### src/design/asim_pkg.sv
// Shared types and constants for the shift, OR, move and indirect-read datapath.
// Assumes a single 50 MHz instruction clock and an external byte memory.
package asim_pkg;

  localparam int DATA_W = 8;
  localparam int FADDR_W = 7;
  localparam int PTR_W = 16;
  localparam int OFS_W = 6;

  localparam logic [FADDR_W-1:0] WINDOW0_ADDR = 7'h00;
  localparam logic [FADDR_W-1:0] WINDOW1_ADDR = 7'h01;

  localparam logic [1:0] MODE_PRE_INC = 2'h0;
  localparam logic [1:0] MODE_PRE_DEC = 2'h1;
  localparam logic [1:0] MODE_POST_INC = 2'h2;
  localparam logic [1:0] MODE_POST_DEC = 2'h3;

  localparam logic DEST_ACCUM = 1'b0;
  localparam logic DEST_FILE = 1'b1;

  localparam logic [DATA_W-1:0] ACCUM_RST = 8'h00;
  localparam logic [PTR_W-1:0] PTR_RST = 16'h0000;
  localparam logic [PTR_W-1:0] PTR_STEP = 16'h0001;

  typedef enum logic [2:0] {
    OP_OR_ACCUM_INTO_FILE,
    OP_LOGICAL_LEFT_SHIFT,
    OP_LOGICAL_RIGHT_SHIFT,
    OP_MOVE_FILE_REGISTER,
    OP_INDIRECT_READ_TO_ACCUM
  } asim_op_t;

  typedef struct packed {
    asim_op_t op;
    logic [FADDR_W-1:0] faddr;
    logic dest;
    logic psel;
    logic rel;
    logic [1:0] mode;
    logic [OFS_W-1:0] offset;
  } asim_instr_t;

  typedef struct packed {
    logic [DATA_W-1:0] value;
    logic carry;
    logic carry_upd;
    logic zero;
  } asim_result_t;

endpackage : asim_pkg

### src/design/asim_alu.sv
// Combinational result unit: OR, shifts, move and indirect load value.
// Operand is the byte fetched from memory; accum is the current accumulator.
`timescale 1ns/10ps
`default_nettype none
module asim_alu
  import asim_pkg::*;
(
  input wire asim_op_t op, // Operation
  input wire logic [DATA_W-1:0] accum, // Accumulator value
  input wire logic [DATA_W-1:0] operand, // Fetched byte
  output asim_result_t res // Result, carry and zero
);

  always_comb begin
    res.carry = 1'b0;
    res.carry_upd = 1'b0;
    unique case (op)
      OP_OR_ACCUM_INTO_FILE: begin
        res.value = accum | operand;
      end
      OP_LOGICAL_LEFT_SHIFT: begin
        res.value = {operand[6:0], 1'b0};
        res.carry = operand[7];
        res.carry_upd = 1'b1;
      end
      OP_LOGICAL_RIGHT_SHIFT: begin
        res.value = {1'b0, operand[7:1]};
        res.carry = operand[0];
        res.carry_upd = 1'b1;
      end
      default: begin
        // Move and indirect load both pass the byte through
        res.value = operand;
      end
    endcase
    res.zero = (res.value == 8'h00);
  end

endmodule : asim_alu
`default_nettype wire

### src/design/asim_core.sv
// Execution datapath for OR-into-file, logical shifts, move-file and indirect read.
// Assumes a synchronous memory answering mem_rdata one cycle after mem_rd_ff.
// Notes on behaviour
// - OR accumulator with file register 0-127
// - Target bit 0 accumulator, 1 file register
// - Left shift: bit7 to carry, zero in
// - Right shift: bit0 to carry, zero in
// - Move file to target, zero flag updated
// - Indirect read: pointer pick, four update modes
// - Relative form: pointer plus signed -32..31
// - Pointer ends plus, minus one, or unchanged
// - Indirect read loads accumulator, updates zero
// - Window addresses redirect through their pointer
// - Pointers wrap modulo sixteen bits
`timescale 1ns/10ps
`default_nettype none
module asim_core
  import asim_pkg::*;
(
  input wire logic mclk, // Instruction clock
  input wire logic rst, // Async reset, active high
  input wire logic ce, // Clock enable, freezes all state when low
  input wire logic instr_valid, // Instruction offered
  input wire asim_instr_t instr, // Decoded instruction
  input wire logic acc_ld_en, // Load accumulator from outside
  input wire logic [DATA_W-1:0] acc_ld_data, // Accumulator load value
  input wire logic ptr_ld_en, // Load a pointer from outside
  input wire logic ptr_ld_sel, // Pointer chosen for load
  input wire logic [PTR_W-1:0] ptr_ld_data, // Pointer load value
  input wire logic [DATA_W-1:0] mem_rdata, // Memory read data
  output logic busy_ff, // Instruction in flight
  output logic done_ff, // Instruction retired, one cycle
  output logic [PTR_W-1:0] mem_addr_ff, // Memory address
  output logic mem_rd_ff, // Memory read strobe
  output logic mem_we_ff, // Memory write strobe
  output logic [DATA_W-1:0] mem_wdata_ff, // Memory write data
  output logic [DATA_W-1:0] accum_ff, // Accumulator
  output logic zero_ff, // Null result flag
  output logic carry_ff, // Shift-out bit
  output logic [PTR_W-1:0] ptr0_ff, // Pointer 0
  output logic [PTR_W-1:0] ptr1_ff // Pointer 1
);

  typedef enum logic [1:0] {S_IDLE, S_REQ, S_DATA} asim_state_t;

  asim_state_t state_ff, nxt_state;
  asim_instr_t instr_ff, nxt_instr;
  asim_result_t res;
  logic nxt_busy, nxt_done, nxt_rd, nxt_we, nxt_zero, nxt_carry;
  logic [PTR_W-1:0] nxt_addr, nxt_ptr0, nxt_ptr1;
  logic [DATA_W-1:0] nxt_wdata, nxt_accum;

  function automatic logic [PTR_W-1:0] pick_ptr(input logic sel, input logic [PTR_W-1:0] p0,
                                                input logic [PTR_W-1:0] p1);
    pick_ptr = sel ? p1 : p0;
  endfunction : pick_ptr

  // Effective address of an indirect read; sums truncate so pointers wrap
  function automatic logic [PTR_W-1:0] eff_addr(input asim_instr_t i, input logic [PTR_W-1:0] p);
    logic [PTR_W-1:0] sx;
    sx = {{(PTR_W-OFS_W){i.offset[OFS_W-1]}}, i.offset};
    if (i.rel) begin
      eff_addr = PTR_W'(p + sx);
    end else begin
      unique case (i.mode)
        MODE_PRE_INC: eff_addr = PTR_W'(p + PTR_STEP);
        MODE_PRE_DEC: eff_addr = PTR_W'(p - PTR_STEP);
        default: eff_addr = p;
      endcase
    end
  endfunction : eff_addr

  function automatic logic [PTR_W-1:0] final_ptr(input asim_instr_t i, input logic [PTR_W-1:0] p);
    if (i.rel) begin
      final_ptr = p;
    end else if (i.mode == MODE_PRE_INC || i.mode == MODE_POST_INC) begin
      final_ptr = PTR_W'(p + PTR_STEP);
    end else begin
      final_ptr = PTR_W'(p - PTR_STEP);
    end
  endfunction : final_ptr

  asim_alu u_alu (
    .op(instr_ff.op),
    .accum(accum_ff),
    .operand(mem_rdata),
    .res(res)
  );

  always_comb begin
    nxt_state = state_ff;
    nxt_instr = instr_ff;
    nxt_busy = busy_ff;
    nxt_done = 1'b0;
    nxt_rd = 1'b0;
    nxt_we = 1'b0;
    nxt_addr = mem_addr_ff;
    nxt_wdata = mem_wdata_ff;
    nxt_accum = acc_ld_en ? acc_ld_data : accum_ff;
    nxt_zero = zero_ff;
    nxt_carry = carry_ff;
    nxt_ptr0 = ptr0_ff;
    nxt_ptr1 = ptr1_ff;
    if (ptr_ld_en && !ptr_ld_sel) begin
      nxt_ptr0 = ptr_ld_data;
    end
    if (ptr_ld_en && ptr_ld_sel) begin
      nxt_ptr1 = ptr_ld_data;
    end
    unique case (state_ff)
      S_IDLE: begin
        if (instr_valid) begin
          nxt_instr = instr;
          nxt_state = S_REQ;
          nxt_busy = 1'b1;
          nxt_rd = 1'b1;
          if (instr.op == OP_INDIRECT_READ_TO_ACCUM) begin
            nxt_addr = eff_addr(instr, pick_ptr(instr.psel, ptr0_ff, ptr1_ff));
          end else if (instr.faddr == WINDOW0_ADDR) begin
            nxt_addr = ptr0_ff;
          end else if (instr.faddr == WINDOW1_ADDR) begin
            nxt_addr = ptr1_ff;
          end else begin
            nxt_addr = {{(PTR_W-FADDR_W){1'b0}}, instr.faddr};
          end
        end
      end
      S_REQ: begin
        nxt_state = S_DATA;
      end
      S_DATA: begin
        nxt_state = S_IDLE;
        nxt_busy = 1'b0;
        nxt_done = 1'b1;
        nxt_zero = res.zero;
        if (res.carry_upd) begin
          nxt_carry = res.carry;
        end
        // Instruction result wins over an outside load in the same cycle
        if (instr_ff.op == OP_INDIRECT_READ_TO_ACCUM) begin
          nxt_accum = res.value;
          if (!instr_ff.psel) begin
            nxt_ptr0 = final_ptr(instr_ff, ptr0_ff);
          end else begin
            nxt_ptr1 = final_ptr(instr_ff, ptr1_ff);
          end
        end else if (instr_ff.dest == DEST_FILE) begin
          nxt_we = 1'b1;
          nxt_wdata = res.value;
        end else begin
          nxt_accum = res.value;
        end
      end
    endcase
  end

  always_ff @(posedge mclk or posedge rst) begin
    if (rst) begin
      state_ff <= S_IDLE;
      instr_ff <= '0;
      busy_ff <= 1'b0;
      done_ff <= 1'b0;
      mem_rd_ff <= 1'b0;
      mem_we_ff <= 1'b0;
      mem_addr_ff <= PTR_RST;
      mem_wdata_ff <= ACCUM_RST;
      accum_ff <= ACCUM_RST;
      zero_ff <= 1'b0;
      carry_ff <= 1'b0;
      ptr0_ff <= PTR_RST;
      ptr1_ff <= PTR_RST;
    end else if (ce) begin
      state_ff <= nxt_state;
      instr_ff <= nxt_instr;
      busy_ff <= nxt_busy;
      done_ff <= nxt_done;
      mem_rd_ff <= nxt_rd;
      mem_we_ff <= nxt_we;
      mem_addr_ff <= nxt_addr;
      mem_wdata_ff <= nxt_wdata;
      accum_ff <= nxt_accum;
      zero_ff <= nxt_zero;
      carry_ff <= nxt_carry;
      ptr0_ff <= nxt_ptr0;
      ptr1_ff <= nxt_ptr1;
    end
  end

  // Checking helpers
  logic [DATA_W-1:0] seen_val;
  logic [PTR_W-1:0] sel_ptr;
  logic is_ind;
  assign seen_val = mem_we_ff ? mem_wdata_ff : accum_ff;
  assign sel_ptr = pick_ptr(instr.psel, ptr0_ff, ptr1_ff);
  assign is_ind = (instr_ff.op == OP_INDIRECT_READ_TO_ACCUM);
endmodule : asim_core
`default_nettype wire

### config.mk
export PLATFORM = sky130hd
export DESIGN_NAME = asim_core
export DESIGN_NICKNAME = d
export VERILOG_FILES = /design/src/design/asim_pkg.sv /design/src/design/asim_alu.sv /design/src/design/asim_core.sv
export SDC_FILE = /design/constraint.sdc
export NUM_CORES = 1
export LEC_CHECK = 0
export ABC_CLOCK_PERIOD_IN_PS = 4040
export BUFFER_PORTS_ARGS = -buffer_cell sky130_fd_sc_hd__buf_2
export CAP_MARGIN = 20
export CORE_UTILIZATION = 35
export DETAILED_ROUTE_END_ITERATION = 8
export MAX_ROUTING_LAYER = met4
export SLEW_MARGIN = 30
export SYNTH_ARGS = -nofsm -noshare
export SYNTH_HDL_FRONTEND = slang
export SYNTH_SLANG_ARGS = --single-unit
### constraint.sdc
create_clock -name mclk -period 4.04 [get_ports mclk]
set_input_delay 0.202 -clock mclk [delete_from_list [all_inputs] [get_ports mclk]]
set_output_delay 0.202 -clock mclk [all_outputs]
set_load 0.1 [all_outputs]
==> results.md <==
* Outcome: finished with violations
* Failing checks: hold timing
* Crit path launch type: flop
* H-tree depth at 3
* Total negative slack at 0 ns
* Syn_area_per_cell at 8.04 um^2
* Ant. Diodes at 0
* First-pass GRT wire length at 33,600 um
* Peak VDD IR at 0.686 mV
* Clock power share at 0.112
* Psw at 4.72 mW
* Max_slew headroom at 0.438
* Layout cell share with drive strength beyond 1 at 0.185
* Reg2reg start: ptr0_ff[0]
* Final worst slack at 0.746 ns
* Layout overhead on the synthesized area at 17.7%
* Max-slew violations at 0
* Fin Clk Skew at 0.00828 ns
* Post-DRT Antenna Nets at 0
* EDFF count, synth at 0
* CTS max path bufs at 2
* Vias in the first global route at 6,271
* Worst slew pin tran at 0.842 ns
* Count leader, synth: a21oi_1
* DR vias at 6,837
* Crit end category: flop
* Layout Utilization at 0.422
* DRT Pass-1 Iters at 5
* Crit Path Class: flop to flop
* Kind of cell adding the most delay to the critical path: compound AO/OA/AOI/OAI gates
* Reg2reg setup slack at 0.75 ns
* Critical Path Max Stage Delay at 0.50 ns
* CTS Hold Bufs at 0
* Top-level I/O count at 130
* Clock Root Buffer: clkbuf_16
* Period utilisation layout at 0.815
* Pre-CTS setup slack at 0.598 ns
* PostCTS Resize Cnt at 0
* Part of the power in combinational logic at 0.699
* GRT Total Usage at 0.217
* Netlist Area Pre-Place at 7010 um^2
* Final Hold Fails at 24
* Vias per cell at 5.44
* Routed length per placed instance at 17.0 um
* Cell internal pwr at 3.37 mW
* Synth Flop Type: dfrtp_1
* Die Area at 20,600 um^2
* Syn Inst Count at 872
* Nets at 1,104
* CTS tree: built
* Die Wd at 144 um
* Clock Latency Late Sink at 0.36 ns
* Worst-path maximum fanout at 7
* Synth top area share at 0.282
* Largest net degree at the start of global routing at 49
* Worst EP required at 4.27 ns
* Port buffer count at 129
* Sequential fraction of design power at 0.188
* Slowest-stage cell, CP: dfrtp_1
* Row Count at 51
* TritonCTS buffer count at 9
* Die Ht at 144 um
* Fmax at 0.304 GHz
* Iteration-0 DRC count of the detailed router at 612
* Setup bufs post-CTS at 0
* Lkg Pwr at 3.79 nW
* Initial antenna violation count at 0
* Syn nets at 990
* Sink Count at 79
* Maximum capacitance violations at 0
* Flops & latches, synth at 79
* Worst min-delay path category: input pin to async pin
* Tmin final at 3.29 ns
* Initial Util at 0.359
* Register area share after synthesis at 0.282
* Worst r2r path cells at 12
* Critical Path Stages at 12
* Synth top cells by count: 97 x a21oi_1, 96 x nor2_1, 84 x nand2_1
* CP Cell Sequence: mux2_4, ha_1, fa_1, a21o_1, a21o_1, nand2_1, a21oi_1, a31oi_1, o21ai_0, xnor2_1, a21oi_1, a221o_1
* Routability cong. at 0.956
* Switching part of the total power at 0.584
* Remaining Overflow, GRT at 0
* P per Cell Area at 980 nW/um^2
* Routed wire length at 21,400 um
* Hold_ws at -0.0176 ns
* Top cells by area, synth: dfrtp_1 28%, ha_1 9.6%, a21oi_1 6.9%
* HPWL Detailed at 16,700 um
* Clk slew on worst S/H paths at 0.06 ns
* Ys Warns at 0
* Remaining DRCs at 0
* Core footprint at 19,500 um^2
* Unrepaired setup endpoints after global routing: false
* Share of flip-flops with an asynchronous set or reset at 1.00
* Post-synth cell types at 75
* Post-synth top area cell: dfrtp_1
* Final setup viols at 0
* CP Buf/Inv Count at 0
* FF-to-FF End: mem_addr_ff[14]
* Critical path arrival at 3.53 ns
==> sequential cells by signal, indices dropped and copies added, names as in the netlist <==
signal	count
busy_ff	1
mem_we_ff	1
zero_ff	1
mem_rd_ff	1
ptr1_ff	16
mem_addr_ff	16
carry_ff	1
state_ff	2
mem_wdata_ff	8
instr_ff	7
done_ff	1
accum_ff	8
ptr0_ff	16
==> routing by layer <==
layer | vias up | GRT usage | wire length (um)
met3 | 23 | 0.0313 | 1180
li1 | 3421 | - | -
met5 | - | - | 0
met1 | 3184 | 0.302 | 10400
met4 | 0 | 0.0638 | 397
met2 | 209 | 0.324 | 9450
==> through the flow <==
| step | hold slack (ns) | instances | total power, mW | instance area, um^2 |
|---|---|---|---|---|
| 6_report | -0.0176 | 1256 | 8.08 | 8250 |
| 5_1_grt | 0.0576 | 1256 | 8.63 | 8250 |
| 4_1_cts | 0.0154 | 1256 | 8.09 | 8250 |
| 3_5_place_dp | 0.391 | 1240 | 7.15 | 7920 |
| 3_3_place_gp | 0.402 | 1240 | 7.10 | 7920 |
| 2_1_floorplan | 0.307 | 872 | 6.09 | 7010 |
==> final cells by class <==
class	instances	area, um^2
Fill cell	2075	11300
Tap cell	265	332
Sequential cell	79	1980
Clock buffer	9	225
Inverter	36	136
Multi-Input combinational cell	722	4760
Timing Repair Buffer	138	713
Clock inverter	7	105
==> kinds of logic after synthesis <==
logic type,Yosys count,synth area share
AOI/OAI and AO/OA,295,0.260
adders and majority gates,59,0.109
buffers and inverters,71,0.0398
and+or+nand+nor,273,0.177
DFF,79,0.282
muxes,40,0.0630
xor gates and xnor gates,55,0.0687
==> worst max path at each step <==
stage	start	endpoint	slack, ns
finish	ptr0_ff[0]	mem_addr_ff[14]	0.75
global route	ptr0_ff[0]	mem_addr_ff[14]	0.61
global placement	instr[9]	mem_addr_ff[14]	0.66
detailed placement	instr[9]	mem_addr_ff[14]	0.60
floorplan	ptr1_ff[0]	mem_addr_ff[14]	0.62
CTS	ptr0_ff[0]	mem_addr_ff[14]	0.77
==> power groups by stage <==
stage | Sequential (mW) | Clock [mW] | Combinational [mW]
after floorplan | 3.26 | 0 | 2.83
after global placement | 1.53 | 0 | 5.57
after detailed placement | 1.53 | 0 | 5.62
after CTS | 1.52 | 0.928 | 5.64
after global routing | 1.58 | 0.958 | 6.10
final | 1.52 | 0.907 | 5.65
==> layout by cell type (no fill, tap or decap), types with 7 or more instances in the layout <==
master and count:
ha_1 54, nand4_1 10, nor3_1 13, o22ai_1 39, a21oi_1 97, buf_2 129, xor2_1 16, mux2_2 9
xnor2_1 39, nand2_1 84, a21o_1 16, o21a_1 10, mux2i_1 28, nor2_1 96, o21ai_0 61, a22oi_1 7
inv_1 32, nand2b_1 9, buf_4 9, clkbuf_16 9, nand3_1 20, a31oi_1 10, dfrtp_1 79
Note: power is estimated with default switching activity, not from simulation.
